$ cat config.mk
export PLATFORM = sky130hd
export DESIGN_NAME = mor_top
export DESIGN_NICKNAME = d
export VERILOG_FILES = /design/src/mor_pkg.sv /design/src/mor_top.sv /design/src/mor_tick.sv /design/src/mor_filter.sv
export SDC_FILE = /design/constraint.sdc
export NUM_CORES = 1
export LEC_CHECK = 0
export ABC_AREA = 1
export BUFFER_PORTS_ARGS = -buffer_cell sky130_fd_sc_hd__buf_2
export CORE_UTILIZATION = 54
export DETAILED_ROUTE_END_ITERATION = 6
export PLACE_DENSITY = 0.76
export SLEW_MARGIN = 20
export SYNTH_ARGS = -nofsm -noshare
export SYNTH_HDL_FRONTEND = slang
export SYNTH_SLANG_ARGS = --single-unit
export TNS_END_PERCENT = 10
$ cat constraint.sdc
create_clock -name CLK_SYS -period 1.9 [get_ports CLK_SYS]
set_input_delay 0.095 -clock CLK_SYS [delete_from_list [all_inputs] [get_ports CLK_SYS]]
set_output_delay 0.095 -clock CLK_SYS [all_outputs]
set_load 0.02 [all_outputs]
$ cat src/mor_pkg.sv
// package of offsets, field layouts, reset values and timing counts
package mor_pkg;
  // ****************************************
  // register offsets
  // ****************************************
  localparam logic [2:0] LOOP_RATE_OFS = 3'h0;
  localparam logic [2:0] SLEEP_TMR_OFS = 3'h1;
  localparam logic [2:0] TRDY_DLY_OFS = 3'h2;
  localparam logic [2:0] RTS_DLY_OFS = 3'h3;
  localparam logic [2:0] MODE_OFS = 3'h4;
  localparam logic [2:0] STATUS_OFS = 3'h5;
  // ****************************************
  // reset values
  // ****************************************
  localparam logic [7:0] LOOP_RATE_RST = 8'h07;
  localparam logic [7:0] SLEEP_TMR_RST = 8'h00;
  localparam logic [7:0] TRDY_DLY_RST = 8'h05;
  localparam logic [7:0] RTS_DLY_RST = 8'h01;
  localparam logic [7:0] MODE_RST = 8'h40;
  // ****************************************
  // field positions and codes
  // ****************************************
  localparam int RDL_BIT = 0;
  localparam int RATE_LO = 1;
  localparam int PAR_LO = 4;
  localparam int GUARD_LO = 6;
  localparam int LINE_BIT = 2;
  localparam int CLK_LO = 4;
  localparam int STD_BIT = 6;
  localparam int DISCRIM_BIT = 7;
  localparam logic [1:0] RATE_300 = 2'h0;
  localparam logic [1:0] RATE_1200 = 2'h2;
  localparam logic [1:0] RATE_2400 = 2'h3;
  localparam logic [1:0] PAR_EVEN = 2'h0;
  localparam logic [1:0] PAR_SPACE = 2'h1;
  localparam logic [1:0] CLK_INTERNAL = 2'h0;
  localparam logic [7:0] SLEEP_NEVER = 8'hFF;
  // ****************************************
  // timing
  // ****************************************
  localparam int CLK_HZ = 100_000_000;
  localparam int TICK_MS = 10;
  localparam int TICK_CYCLES = CLK_HZ / 1000 * TICK_MS;
  localparam int TICKS_PER_SEC = 100;
endpackage

$ cat src/mor_top.sv
// modem option register bank with sleep and terminal-ready timing
`timescale 1ns/1ps
module mor_top
  import mor_pkg::*;
#(
  parameter int TICK_PERIOD = mor_pkg::TICK_CYCLES
) (
  input wire logic CLK_SYS,
  input wire logic RESET,
  input wire logic FACTORY_DEFAULTS,
  input wire logic [2:0] REG_ADDR,
  input wire logic [7:0] REG_WDATA,
  input wire logic REG_WR,
  input wire logic REG_RD,
  output logic [7:0] REG_RDATA,
  input wire logic AUTO_ANSWER_DISCRIM_CMD,
  input wire logic AUTO_ANSWER_DISCRIM_SET,
  input wire logic [1:0] GUARD_TONE_VALUE,
  input wire logic GUARD_TONE_CMD,
  input wire logic ACTIVITY,
  input wire logic CONNECTED,
  input wire logic ON_LINE,
  input wire logic TERMINAL_READY,
  input wire logic REMOTE_LOOP_REQ,
  output logic REMOTE_LOOP_ACCEPT,
  output logic [1:0] LINE_RATE,
  output logic [1:0] PARITY_SEL,
  output logic [1:0] GUARD_TONE_SEL,
  output logic SYNC_MODE,
  output logic LEASED_LINE,
  output logic [1:0] TX_CLOCK_SRC,
  output logic BELL_STANDARD,
  output logic DISCRIM_ENABLE,
  output logic SLEEP_ENTER,
  output logic TERMINAL_READY_VALID,
  output logic TERMINAL_READY_FILT
);
  import mor_pkg::*;

  // ****************************************
  // registers
  // ****************************************
  logic [7:0] loop_rate_q;
  logic [7:0] sleep_tmr_q;
  logic [7:0] trdy_dly_q;
  logic [7:0] mode_q;
  logic restore;
  assign restore = RESET || FACTORY_DEFAULTS;

  always_ff @(posedge CLK_SYS) begin
    if (restore) begin
      loop_rate_q <= LOOP_RATE_RST;
    end else if (GUARD_TONE_CMD) begin
      loop_rate_q[GUARD_LO +: 2] <= GUARD_TONE_VALUE;
    end else if (REG_WR && REG_ADDR == LOOP_RATE_OFS) begin
      loop_rate_q <= REG_WDATA;
    end
  end

  always_ff @(posedge CLK_SYS) begin
    if (restore) begin
      sleep_tmr_q <= SLEEP_TMR_RST;
    end else if (REG_WR && REG_ADDR == SLEEP_TMR_OFS) begin
      sleep_tmr_q <= REG_WDATA;
    end
  end

  always_ff @(posedge CLK_SYS) begin
    if (restore) begin
      trdy_dly_q <= TRDY_DLY_RST;
    end else if (REG_WR && REG_ADDR == TRDY_DLY_OFS) begin
      trdy_dly_q <= REG_WDATA;
    end
  end

  always_ff @(posedge CLK_SYS) begin
    if (restore) begin
      mode_q <= MODE_RST;
    end else if (AUTO_ANSWER_DISCRIM_CMD) begin
      mode_q[DISCRIM_BIT] <= AUTO_ANSWER_DISCRIM_SET;
    end else if (REG_WR && REG_ADDR == MODE_OFS) begin
      mode_q <= REG_WDATA;
    end
  end

  // ****************************************
  // decoded options, reserved codes fall back to defaults
  // ****************************************
  logic [1:0] rate_f;
  logic [1:0] par_f;
  logic [1:0] guard_f;
  logic [2:0] comm_f;
  logic [1:0] rate_d;
  assign rate_f = loop_rate_q[RATE_LO +: 2];
  assign par_f = loop_rate_q[PAR_LO +: 2];
  assign guard_f = loop_rate_q[GUARD_LO +: 2];
  assign comm_f = {mode_q[3], mode_q[1:0]};

  // the reserved rate code runs at the default rate
  always_comb begin
    case (rate_f)
      2'h1: rate_d = RATE_2400;
      default: rate_d = rate_f;
    endcase
  end

  always_ff @(posedge CLK_SYS) begin
    if (RESET) begin
      REMOTE_LOOP_ACCEPT <= 1'b0;
    end else begin
      // accept only when a request arrives and bit 0 allows it
      REMOTE_LOOP_ACCEPT <= REMOTE_LOOP_REQ && loop_rate_q[RDL_BIT];
    end
  end

  always_ff @(posedge CLK_SYS) begin
    if (RESET) begin
      LINE_RATE <= RATE_2400;
    end else begin
      LINE_RATE <= rate_d;
    end
  end

  always_ff @(posedge CLK_SYS) begin
    if (RESET) begin
      PARITY_SEL <= PAR_EVEN;
    end else begin
      PARITY_SEL <= par_f;
    end
  end

  always_ff @(posedge CLK_SYS) begin
    if (RESET) begin
      GUARD_TONE_SEL <= 2'h0;
    end else begin
      GUARD_TONE_SEL <= guard_f;
    end
  end

  // sync modes, leased lines and outside clocks are unsupported, so the
  // datapath stays async on dial-up with the internal clock
  always_ff @(posedge CLK_SYS) begin
    if (RESET) begin
      SYNC_MODE <= 1'b0;
      LEASED_LINE <= 1'b0;
      TX_CLOCK_SRC <= CLK_INTERNAL;
    end else begin
      SYNC_MODE <= 1'b0;
      LEASED_LINE <= 1'b0;
      TX_CLOCK_SRC <= CLK_INTERNAL;
    end
  end

  always_ff @(posedge CLK_SYS) begin
    if (RESET) begin
      BELL_STANDARD <= 1'b1;
    end else begin
      BELL_STANDARD <= mode_q[STD_BIT];
    end
  end

  always_ff @(posedge CLK_SYS) begin
    if (RESET) begin
      DISCRIM_ENABLE <= 1'b0;
    end else begin
      DISCRIM_ENABLE <= mode_q[DISCRIM_BIT];
    end
  end

  // ****************************************
  // timebase
  // ****************************************
  logic tick;
  mor_tick #(
    .PERIOD(TICK_PERIOD)
  ) u_tick (
    .clk(CLK_SYS),
    .rst(RESET),
    .tick(tick)
  );

  // ****************************************
  // sleep inactivity
  // ****************************************
  // the second count restarts with each quiet spell, so the delay runs
  // from the last activity rather than from a free-running second edge
  logic [6:0] idle_sub_q;
  logic idle_sec;
  logic [7:0] idle_q;
  logic sleep_q;
  always_ff @(posedge CLK_SYS) begin
    if (RESET || ACTIVITY || sleep_tmr_q == SLEEP_NEVER) begin
      idle_sub_q <= 7'h00;
    end else if (tick) begin
      if (idle_sub_q == 7'(TICKS_PER_SEC - 1)) begin
        idle_sub_q <= 7'h00;
      end else begin
        idle_sub_q <= idle_sub_q + 7'h01;
      end
    end
  end
  assign idle_sec = tick && idle_sub_q == 7'(TICKS_PER_SEC - 1);

  always_ff @(posedge CLK_SYS) begin
    if (RESET || ACTIVITY || sleep_tmr_q == SLEEP_NEVER) begin
      idle_q <= 8'h00;
    end else if (idle_sec && idle_q != 8'hFF) begin
      idle_q <= idle_q + 8'h01;
    end
  end

  always_ff @(posedge CLK_SYS) begin
    if (RESET || ACTIVITY || sleep_tmr_q == SLEEP_NEVER) begin
      sleep_q <= 1'b0;
    end else if (idle_q >= sleep_tmr_q) begin
      sleep_q <= 1'b1;
    end
  end
  assign SLEEP_ENTER = sleep_q;

  // ****************************************
  // terminal-ready post-connect delay
  // ****************************************
  // only sync mode one waits; other modes see the line at once
  logic [6:0] conn_sub_q;
  logic conn_sec;
  logic [7:0] conn_q;
  logic valid_q;
  always_ff @(posedge CLK_SYS) begin
    if (RESET || !CONNECTED) begin
      conn_sub_q <= 7'h00;
    end else if (tick) begin
      if (conn_sub_q == 7'(TICKS_PER_SEC - 1)) begin
        conn_sub_q <= 7'h00;
      end else begin
        conn_sub_q <= conn_sub_q + 7'h01;
      end
    end
  end
  assign conn_sec = tick && conn_sub_q == 7'(TICKS_PER_SEC - 1);

  always_ff @(posedge CLK_SYS) begin
    if (RESET || !CONNECTED) begin
      conn_q <= 8'h00;
    end else if (conn_sec && conn_q != 8'hFF) begin
      conn_q <= conn_q + 8'h01;
    end
  end

  always_ff @(posedge CLK_SYS) begin
    if (RESET || !CONNECTED) begin
      valid_q <= 1'b0;
    end else if (comm_f != 3'h1 || conn_q >= trdy_dly_q) begin
      valid_q <= 1'b1;
    end
  end
  assign TERMINAL_READY_VALID = valid_q;

  mor_filter u_filter (
    .clk(CLK_SYS),
    .rst(RESET),
    .tick(tick),
    .enable(ON_LINE),
    .hold_ticks(trdy_dly_q),
    .raw(TERMINAL_READY),
    .filtered(TERMINAL_READY_FILT)
  );

  // ****************************************
  // read port
  // ****************************************
  always_ff @(posedge CLK_SYS) begin
    if (RESET) begin
      REG_RDATA <= 8'h00;
    end else if (REG_RD) begin
      case (REG_ADDR)
        LOOP_RATE_OFS: REG_RDATA <= loop_rate_q;
        SLEEP_TMR_OFS: REG_RDATA <= sleep_tmr_q;
        TRDY_DLY_OFS: REG_RDATA <= trdy_dly_q;
        RTS_DLY_OFS: REG_RDATA <= RTS_DLY_RST;
        MODE_OFS: REG_RDATA <= mode_q;
        STATUS_OFS: REG_RDATA <= {5'h00, TERMINAL_READY_FILT,
                                  valid_q, sleep_q};
        default: REG_RDATA <= 8'h00;
      endcase
    end
  end
endmodule

$ cat src/mor_tick.sv
// periodic one-cycle tick generator
`timescale 1ns/1ps
module mor_tick #(
  parameter int PERIOD = 1000000
) (
  input wire logic clk,
  input wire logic rst,
  output logic tick
);
  logic [31:0] cnt_q;
  always_ff @(posedge clk) begin
    if (rst || cnt_q == 32'(PERIOD - 1)) begin
      cnt_q <= 32'h0;
    end else begin
      cnt_q <= cnt_q + 32'h1;
    end
  end
  assign tick = (cnt_q == 32'(PERIOD - 1));
endmodule

$ cat src/mor_filter.sv
// terminal-ready change filter: accepts a level held for a tick count
`timescale 1ns/1ps
module mor_filter (
  input wire logic clk,
  input wire logic rst,
  input wire logic tick,
  input wire logic enable,
  input wire logic [7:0] hold_ticks,
  input wire logic raw,
  output logic filtered
);
  logic [7:0] cnt_q;
  logic filt_q;
  always_ff @(posedge clk) begin
    if (rst) begin
      filt_q <= 1'b0;
      cnt_q <= 8'h00;
    end else if (!enable || raw == filt_q) begin
      cnt_q <= 8'h00;
      if (!enable) begin
        filt_q <= raw;
      end
    end else if (tick) begin
      // short changes never reach the output while enable is high; with enable low raw is copied to the output on each clock edge
      if (cnt_q + 8'h01 >= hold_ticks) begin
        filt_q <= raw;
        cnt_q <= 8'h00;
      end else begin
        cnt_q <= cnt_q + 8'h01;
      end
    end
  end
  assign filtered = filt_q;
endmodule

# --- Word-level counts from Yosys, hierarchy flattened ---
# Index checks and enable logic that the tools add are counted.
word_totals:
  memories: 0
  register_bits: 122
  ramBits: 0
  in_bits: 26
  mem_bits_ro: 0
  latchBits: 0
classes:
  reduce_logical: 28
  n_eq_ne: 15
  mux: 12
  div_mod_pow: 0
  add_sub_neg: 6
  n_bitwise: 2
  n_shift: 0
  magnitude_cmp: 3
  multipliers: 0
op_table:
  columns: ["op", "count"]
  rows:
  - ["$pmux 8 s6", 1]
  - ["$add 32x1->32 const B", 1]
  - ["$eq 32x20->1 const B", 1]
  - ["$add 8x1->8 const B", 3]
  - ["$ge 8x8->1", 3]
  - ["$mux 8", 3]
  - ["$ne 8x8->1 const B", 2]
  - ["$add 7x1->7 const B", 2]
  - ["$eq 7x7->1 const B", 2]
  - ["$mux 7", 2]
  - ["$logic_and 1x1->1", 9]
  - ["$eq 8x8->1 const B", 1]
  - ["$reduce_bool 2->1", 4]
  - ["$logic_or 1x1->1", 7]
  - ["$eq 3x2->1 const B", 2]
  - ["$eq 3x3->1 const B", 2]
  - ["$mux 1", 5]
  - ["$reduce_and 2->1", 2]
  - ["$reduce_or 2->1", 2]
  - ["$eq 3x1->1 const B", 1]
  - ["$logic_not 3->1", 1]
  - ["$ne 3x1->1 const B", 1]
  - ["$reduce_and 3->1", 1]
  - ["$eq 2x1->1 const B", 1]
  - ["other kinds (5)", 7]

# --- Depth between registers and ports, before layout ---
# Gate-level depths: netlist of the first run.
depth:
  depth_word: 5
  ltp_mapped: 14
  ltp_nobuf: 14

# --- Hierarchy ---
# Synthesis of the first run repeated with hierarchy kept, for this count alone.
hier_totals:
  cells_unflattened: 960
  hier_area_um2: 6645.1
by_module_without_submodules:
  columns: ["mod", "instances", "area_each_um2", "seq_area_each_um2", "cells_each"]
  rows:
  - ["mor_top", 1, 4007.6, 1621.6, 539]
  - ["mor_tick", 1, 1910.6, 640.6, 318]
  - ["mor_filter", 1, 726.9, 180.2, 103]

# --- Worst setup path after synthesis of the first run ---
# OpenSTA, ideal clock, no wires.
synth_timing:
  kind: "reg-to-reg"
  startpoint: "register u_filter.cnt_q[0]"
  endpoint: "register u_filter.cnt_q[0]"
  path_buffers: 1
  slack_ns: -0.138
  path_stages_with_launch: 12
  arrival_ns: 1.967
  synth_period_minus_slack_ns: 2.038
  path_cell_list: "dfxtp_1 -> ha_1 -> nand3_1 -> nand3b_1 -> xnor2_1 -> ha_1 -> nand2_1 -> o21a_1 -> and2_0 -> clkbuf_1 -> nand3b_1 -> a21oi_1"
synth_between:
  elab_chain_cells: 3
synth_rtl:
  columns: ["item", "line", "source"]
  rows:
  - ["start: declaration", "mor_filter.sv:12", "logic [7:0] cnt_q;"]
  - ["start signal: assignment", "mor_filter.sv:29", "cnt_q <= cnt_q + 8'h01;"]
  - ["$add 8x1->8 *", "mor_filter.sv:25, mor_filter.sv:29", null]
  - ["$ge 8x8->1", "mor_filter.sv:25", "if (cnt_q + 8'h01 >= hold_ticks) begin"]
  - ["$mux 8 *", "mor_filter.sv:25", null]
# Every way passes the cells marked *; elsewhere a longest branch is shown, timed or not.
# A chain may end at the register's enable or synchronous reset.

# --- Worst setup path in the final report of the first run ---
layout_timing:
  startpoint: "register u_filter.cnt_q[0]"
  endpoint: "register u_filter.cnt_q[4]"
# Same word-level chain as after synthesis.

==> results of run 1 <==
[report_power, final]
part	switching, W	leakage [nW]	internal, W	total, W
registers	0.0000222	0.989	0.00258	0.00261
clock network	0.00121	0.309	0.00241	0.00362
logic	0.000206	1.91	0.000109	0.000315
[synthesized netlist by cell type, types with 4 or more instances]
master / n / area (um2)
nand2_1: 193 / 724
dfxtp_1: 122 / 2440
inv_1: 113 / 424
a21oi_1: 101 / 505
nor2_1: 89 / 334
nand3_1: 47 / 235
o21ai_0: 44 / 220
nand4_1: 34 / 213
ha_1: 30 / 375
xor2_1: 19 / 166
nor3_1: 16 / 80.1
o22ai_1: 12 / 75.1
clkbuf_1: 10 / 37.5
or2_2: 9 / 56.3
xnor2_1: 9 / 78.8
buf_2: 7 / 35.0
buf_4: 4 / 30.0
o211ai_1: 4 / 30.0
[repair_timing]
item / 4_1_cts / 5_1_grt
hold endpoints to repair: 10 / 0
pin swaps: 3 / 11
hold buffers: 11 / 0
resized for setup: 6 / 25
cloned: 0 / 0
setup endpoints to repair: 9 / 29
buffers inserted: 5 / 0
[layout make-up]
class,count,area share (%)
multi-input cells,642,43.8
flip-flops and latches,122,31.0
repair buffers,104,8.88
clock buffers,18,5.69
inverters,118,5.66
clock inverters,14,2.77
well taps,143,2.26
[how the worst max path moves through the flow]
stage | from | endpoint | slack [ns] | cells past startpoint
floorplan | u_filter.cnt_q[2] | u_filter.cnt_q[0] | 0.008 | 12
global placement | u_filter.cnt_q[1] | u_filter.cnt_q[7] | -0.09 | 12
detailed placement | u_filter.cnt_q[1] | u_filter.cnt_q[0] | -0.18 | 12
CTS | u_filter.cnt_q[1] | u_filter.cnt_q[0] | -0.11 | 12
global route | u_filter.cnt_q[0] | u_filter.cnt_q[4] | -0.30 | 13
finish | u_filter.cnt_q[0] | u_filter.cnt_q[4] | -0.21 | 11
[worst max-delay path, delay by kind of cell (launching register included)]
| family | cells | cell delay, ns |
|---|---|---|
| AO/OA/AOI/OAI | 2 | 0.28 |
| flip-flops | 1 | 0.38 |
| buffers and inverters | 1 | 0.13 |
| XOR/XNOR | 1 | 0.17 |
| adder cells (fa/ha/maj) | 2 | 0.44 |
| AND/OR/NAND/NOR | 5 | 0.59 |
[through the flow]
step | power (W) | cells | setup WS (ns) | utilization (%) | TNS (ns)
6_report | 0.00654 | 1161 | -0.212 | 69.3 | -1.39
2_1_floorplan | 0.00283 | 906 | 0.00767 | - | 0
4_1_cts | 0.00654 | 1161 | -0.106 | 68.4 | -0.777
3_5_place_dp | 0.00294 | 1113 | -0.181 | 61.1 | -1.40
3_3_place_gp | 0.00294 | 1113 | -0.0868 | 61.1 | -0.661
5_1_grt | 0.00672 | 1161 | -0.298 | 69.3 | -2.22
[cell usage in the layout (no fill, tap or decap), types with 3 or more instances in the layout]
cell type	count
clkinvlp_4	5
a21oi_2	4
nor2_1	88
conb_1	4
nand2_1	193
clkinv_4	4
o211ai_1	4
dlygate4sd3_1	11
clkbuf_16	18
a21oi_1	97
nand3_2	10
bufinv_16	5
o22ai_1	12
ha_1	28
inv_1	112
xnor2_1	8
nand3_1	37
nand2_2	3
xor2_1	17
buf_4	46
nor3b_1	3
nand3b_1	3
buf_2	45
o21ai_0	44
nor3_1	16
nand4_1	34
or2_2	9
inv_2	3
dfxtp_1	118
[state kept, by name, summed over array words and instances, names as in the netlist, 7 cells and up]
name            count
conn_q              8
idle_q              8
u_filter.cnt_q      8
loop_rate_q         8
idle_sub_q          7
u_tick.cnt_q       32
REG_RDATA           8
trdy_dly_q          8
conn_sub_q          7
sleep_tmr_q         8
mode_q              8
[logic make-up after synthesis]
group	count (synthesis)
buf+inv	142
flops	122
fa+ha+maj	30
simple gates	405
xor+xnor	28
compound gates	175
other cells	1
[per-layer routing]
metal | share of wire [%] | up-vias
met2 | 46 | 202
met5 | 0 | -
met4 | 1.7 | 0
li1 | - | 3185
met1 | 46 | 2917
met3 | 5.9 | 26
==> flow_metrics.env, run 1 <==
export IMPL_grt_pass1_vias=5675
export IMPL_path_clk_slew_ns=0.06
export IMPL_drive_gt1_share_pct=16.8
export IMPL_cp_cell_sequence="ha_4, nand3_4, nand3b_1, xnor2_2, ha_1, nand2_1, o21a_1, and2_4, buf_6, nand3_1, a21oi_1"
export IMPL_ant_nets=0
export IMPL_power_density_nw_per_um2=826
export IMPL_ir_worst_vdd_mv=0.742
export IMPL_seq_area_um2=2450
export IMPL_gp_congestion=0.918
export IMPL_fmax_ghz=0.473
export IMPL_track_usage_pct=27.0
export IMPL_die_w_um=110
export IMPL_tightest_slew_ns=0.577
export IMPL_cp_max_fo=5
export IMPL_yosysSeqAreaShare_pct=38.4
export IMPL_fp_dieH_um=110
export IMPL_grt_util_met2_pct=42.9
export IMPL_maxCapViolations=0
export IMPL_syn_area_per_cell_um2=7.04
export IMPL_skew_ns=0.00540
export IMPL_grt_max_degree=28
export IMPL_synth_seq_cells=122
export IMPL_antenna_cells=0
export IMPL_grt_met3_usage_pct=6.09
export IMPL_synthAdderAreaFrac_pct=5.91
export IMPL_async_reset_ff_share_pct=0
export IMPL_dpl_hpwl_mm=11.2
export IMPL_core_um2=11400
export IMPL_synth_enable_flop_cells=0
export IMPL_worstHoldStart="REG_WDATA[7]"
export IMPL_wire_per_inst_um=14.1
export IMPL_rsz0062_at_grt="true"
export IMPL_synth_top_family_by_area="simple AND/OR/NAND/NOR gates"
export IMPL_fin_crit_sh_pct=111
export IMPL_yosys_area_share_simple_pct=27.9
export IMPL_r2r_cells=11
export IMPL_drt_iter0_drc=565
export IMPL_drc_errors=0
export IMPL_fill_cells=932
export IMPL_yosys_warnings=0
export IMPL_num_rows=39
export IMPL_holdPathStages=3
export IMPL_synth_distinct_cells=43
export IMPL_p_leak_nw=3.21
export IMPL_place_area_um2=6980
export IMPL_multi_input_area_um2=3460
export IMPL_status="complete, but fails checks"
export IMPL_vias=6330
export IMPL_htree_levels=4
export IMPL_cts_root_buf="clkbuf_16"
export IMPL_overflow=0
export IMPL_crit_slowest_cell="dfxtp_4"
export IMPL_fp_dieArea_um2=12200
export IMPL_setup_slack_ns=-0.212
export IMPL_violations="negative setup slack"
export IMPL_fin_crit_ns=2.11
export IMPL_viasPerCell=5.45
export IMPL_top_usage_layer="met2"
export IMPL_yosys_mux_area_fraction_pct=0
export IMPL_gr_usage_met1_pct=36.4
export IMPL_crit_reg2reg_launch="u_filter.cnt_q[0]"
export IMPL_ios=50
export IMPL_numCtsBuffers=17
export IMPL_start_util_pct=55.6
export IMPL_ys_flop_type="dfxtp_1"
export IMPL_dr_pass1_iters=6
export IMPL_synth_compound_area_share_pct=14.7
export IMPL_synth_xor_xnor_area_share_pct=3.86
export IMPL_wl_mm=16.4
export IMPL_layout_nets=1061
export IMPL_worstPathArrival_ns=2.40
export IMPL_hold_class="in -> reg"
export IMPL_synthCells=903
export IMPL_setup_viol=9
export IMPL_end_kind="flop"
export IMPL_area_delta_synth_final_pct=24.6
export IMPL_slew_headroom_pct=61.4
export IMPL_critPathLaunchType="flop"
export IMPL_clk_path_buf_depth=2
export IMPL_finalMaxSlewViolations=0
export IMPL_crit_required_ns=2.19
export IMPL_clock_latency_ns=0.42
export IMPL_port_buffers=45
export IMPL_hold_violations=0
export IMPL_syn_area_um2=6350
export IMPL_hold_ws_ns=0.0268
export IMPL_rrSetupSlack_ns=-0.21
export IMPL_critical_path_class="reg -> reg"
export IMPL_critical_path_max_stage_delay_ns=0.38
export IMPL_final_area_um2=7920
export IMPL_r2r_end="u_filter.cnt_q[4]"
export IMPL_holdPathEnd="mode_q[7]"
export IMPL_cts_tree="built"
export IMPL_grt_pass1_wl_mm=26.7
export IMPL_cts_sinks=122
export IMPL_antenna_found_initial=0
Note: power is estimated with default switching activity, not from simulation.
==> run 2, diff against run 1 <==
--- a/config.mk
+++ b/config.mk
@@ -6,10 +6,12 @@
 export NUM_CORES = 1
 export LEC_CHECK = 0
 export ABC_AREA = 1
-export BUFFER_PORTS_ARGS = -buffer_cell sky130_fd_sc_hd__buf_2
-export CORE_UTILIZATION = 54
+export CELL_PAD_IN_SITES_DETAIL_PLACEMENT = 1
+export CELL_PAD_IN_SITES_GLOBAL_PLACEMENT = 2
+export CORE_UTILIZATION = 30
 export DETAILED_ROUTE_END_ITERATION = 6
-export PLACE_DENSITY = 0.76
+export DONT_BUFFER_PORTS = 1
+export PLACE_DENSITY_LB_ADDON = 0.1
 export SLEW_MARGIN = 20
 export SYNTH_ARGS = -nofsm -noshare
 export SYNTH_HDL_FRONTEND = slang
==> run 2 against run 1 <==
  * The run still ends with negative setup slack left
  * Sequential power about the same
  * Design area increased by 1.2%
  * Clock-buffer cell count decreased by 1
  * Non-clock buffer count decreased by 25
  * Critical path depth unchanged
  * Critical path type unchanged
  * Largest cell class unchanged
==> flow_metrics.env, run 2 (synthesis gave the netlist of run 1 again) <==
export IMPL_violations="negative setup slack"
export IMPL_critical_path_max_stage_delay_ns=0.37
export IMPL_die_w_um=148
export IMPL_skew_ns=0.0167
export IMPL_slew_headroom_pct=59.6
export IMPL_final_core_util_pct=39.1
export IMPL_ant_nets=0
export IMPL_worstPathArrival_ns=2.32
export IMPL_setup_slack_ns=-0.131
export IMPL_fin_crit_ns=2.03
export IMPL_fin_crit_sh_pct=107
export IMPL_track_usage_pct=20.0
export IMPL_place_inst=1193
export IMPL_wire_per_inst_um=16.2
export IMPL_start_util_pct=31.0
export IMPL_clk_path_buf_depth=2
export IMPL_ios=50
export IMPL_fp_dieArea_um2=21800
export IMPL_critical_path_class="reg -> reg"
export IMPL_cts_tree="built"
export IMPL_dr_pass1_iters=4
export IMPL_drive_gt1_share_pct=12.4
export IMPL_fp_dieH_um=148
export IMPL_crit_required_ns=2.19
export IMPL_layout_nets=1036
export IMPL_cts_root_buf="clkbuf_16"
export IMPL_cts_sinks=122
export IMPL_critPathLaunchType="flop"
export IMPL_area_delta_synth_final_pct=26.0
export IMPL_layout_common_cells="nand2_1, dfxtp_1, inv_1"
export IMPL_fin_tns_setup_ns=-0.905
export IMPL_cp_cell_sequence="ha_4, nand3_2, nand3b_1, xnor2_2, ha_1, nand2_1, o21a_1, and2_4, buf_6, nand3b_1, a21oi_1"
export IMPL_tightest_slew_ns=0.605
export IMPL_maxCapViolations=0
export IMPL_wl_mm=20.5
export IMPL_finalMaxSlewViolations=0
export IMPL_holdPathStages=3
export IMPL_status="complete, but fails checks"
export IMPL_seqPwrFrac_pct=42.3
export IMPL_p_leak_nw=3.14
export IMPL_cp_common_cell="nand3b_1"
export IMPL_antenna_found_initial=0
export IMPL_drt_iter0_drc=187
export IMPL_drc_errors=0
export IMPL_comb_power_share_pct=4.8
export IMPL_hold_class="in -> reg"
export IMPL_power_net_switching_w=0.00171
export IMPL_rsz0062_at_grt="true"
export IMPL_path_clk_slew_ns=0.07
export IMPL_setup_viol=9
export IMPL_layout_commonest_cell="nand2_1"
export IMPL_overflow=0
export IMPL_end_kind="flop"
export IMPL_dpl_hpwl_mm=15.2
export IMPL_worstHoldStart="GUARD_TONE_CMD"
export IMPL_fmax_ghz=0.492
export IMPL_swShare_pct=27.7
export IMPL_antenna_cells=0
export IMPL_intPower_w=0.00446
export IMPL_grt_max_degree=28
export IMPL_crit_reg2reg_launch="u_filter.cnt_q[0]"
export IMPL_numCtsBuffers=17
export IMPL_r2r_cells=11
export IMPL_port_buffers=0
export IMPL_hold_violations=0
export IMPL_clkPwrFrac_pct=52.9
export IMPL_top_register="u_tick.cnt_q"
export IMPL_num_rows=52
export IMPL_crit_slowest_cell="dfxtp_4"
export IMPL_final_cells=1263
export IMPL_clock_latency_ns=0.43
export IMPL_core_um2=20500
export IMPL_fill_cells=2563
export IMPL_grt_pass1_wl_mm=34.2
export IMPL_vias=6200
export IMPL_cp_max_fo=8
export IMPL_htree_levels=4
export IMPL_startpoint="u_filter.cnt_q[0]"
export IMPL_viasPerCell=4.91
export IMPL_gp_congestion=0.829
export IMPL_grt_pass1_vias=6599
export IMPL_power_density_nw_per_um2=771
export IMPL_ir_worst_vdd_mv=0.487
export IMPL_largest_reg_flops=32
[run 2: cell types whose count changed in the layout (fill, tap and decap cells not counted), moves of 3 or more]
| cell | before | now |
|---|---|---|
| buf_12 | 0 | 3 |
| buf_2 | 45 | 0 |
| buf_4 | 46 | 41 |
| bufinv_16 | 5 | 0 |
| clkinv_4 | 4 | 0 |
| clkinvlp_4 | 5 | 1 |
| dfxtp_1 | 118 | 115 |
| dlygate4sd3_1 | 11 | 34 |
| inv_6 | 0 | 4 |
| inv_8 | 0 | 8 |
[run 2: power groups by stage]
| stage | Combinational [W] | Sequential (W) | Clock [W] |
|---|---|---|---|
| detailed placement | 0.000226 | 0.00267 | 0 |
| floorplan | 0.000159 | 0.00267 | 0 |
| finish | 0.000294 | 0.00261 | 0.00327 |
| global route | 0.000324 | 0.00261 | 0.00348 |
| global placement | 0.000220 | 0.00267 | 0 |
| CTS | 0.000293 | 0.00261 | 0.00336 |
[run 2: per-layer routing]
metal	vias to the layer above	GRT usage, %	wire length, um
li1	3135	-	-
met1	2958	27.1	10300
met2	84	31.9	9290
met3	23	4.23	662
met4	0	5.52	254
met5	-	0	0
[run 2: final cells by class]
cell class | instances | area, um2 | area share, %
tap | 270 | 338 | 4.22
sequential | 122 | 2460 | 30.7
multi-input combinational | 642 | 3460 | 43.2
timing repair buffer | 79 | 719 | 8.98
clock buffer | 17 | 425 | 5.31
inverter | 118 | 445 | 5.56
clock inverter | 15 | 165 | 2.06
[run 2: what timing repair did]
item,CTS,global route
setup buffers,3,1
endpoints found under the hold margin,50,0
pin swaps,11,5
hold buffers,34,0
gates resized for setup,14,15
gates cloned,0,0
setup endpoints to repair,17,28
[run 2: final timing paths]
path | end | slack [ns]
max | u_filter.cnt_q[0] | -0.13
min | loop_rate_q[5] | 0.02
max reg2reg | u_filter.cnt_q[0] | -0.13
min reg2reg | BELL_STANDARD | 0.45
[run 2: per-stage QoR]
stage               total power, W  worst slack, ns  area [um2]  hold slack [ns]
floorplan                  0.00283          0.00767        6390            0.216
global placement           0.00289          -0.0801        6920            0.167
detailed placement         0.00290           -0.215        6920            0.169
CTS                        0.00626           -0.151        7950          0.00482
global route               0.00642           -0.254        8010           0.0345
finish                     0.00617           -0.131        8010           0.0154
[run 2: worst max-delay path: cells and delay by family (launching register included)]
| kind | cells | cell delay [ns] |
|---|---|---|
| buffers and inverters | 1 | 0.13 |
| xor gates and xnor gates | 1 | 0.16 |
| DFF | 1 | 0.37 |
| AOI/OAI and AO/OA | 2 | 0.27 |
| and+or+nand+nor | 5 | 0.56 |
| adders and majority gates | 2 | 0.41 |
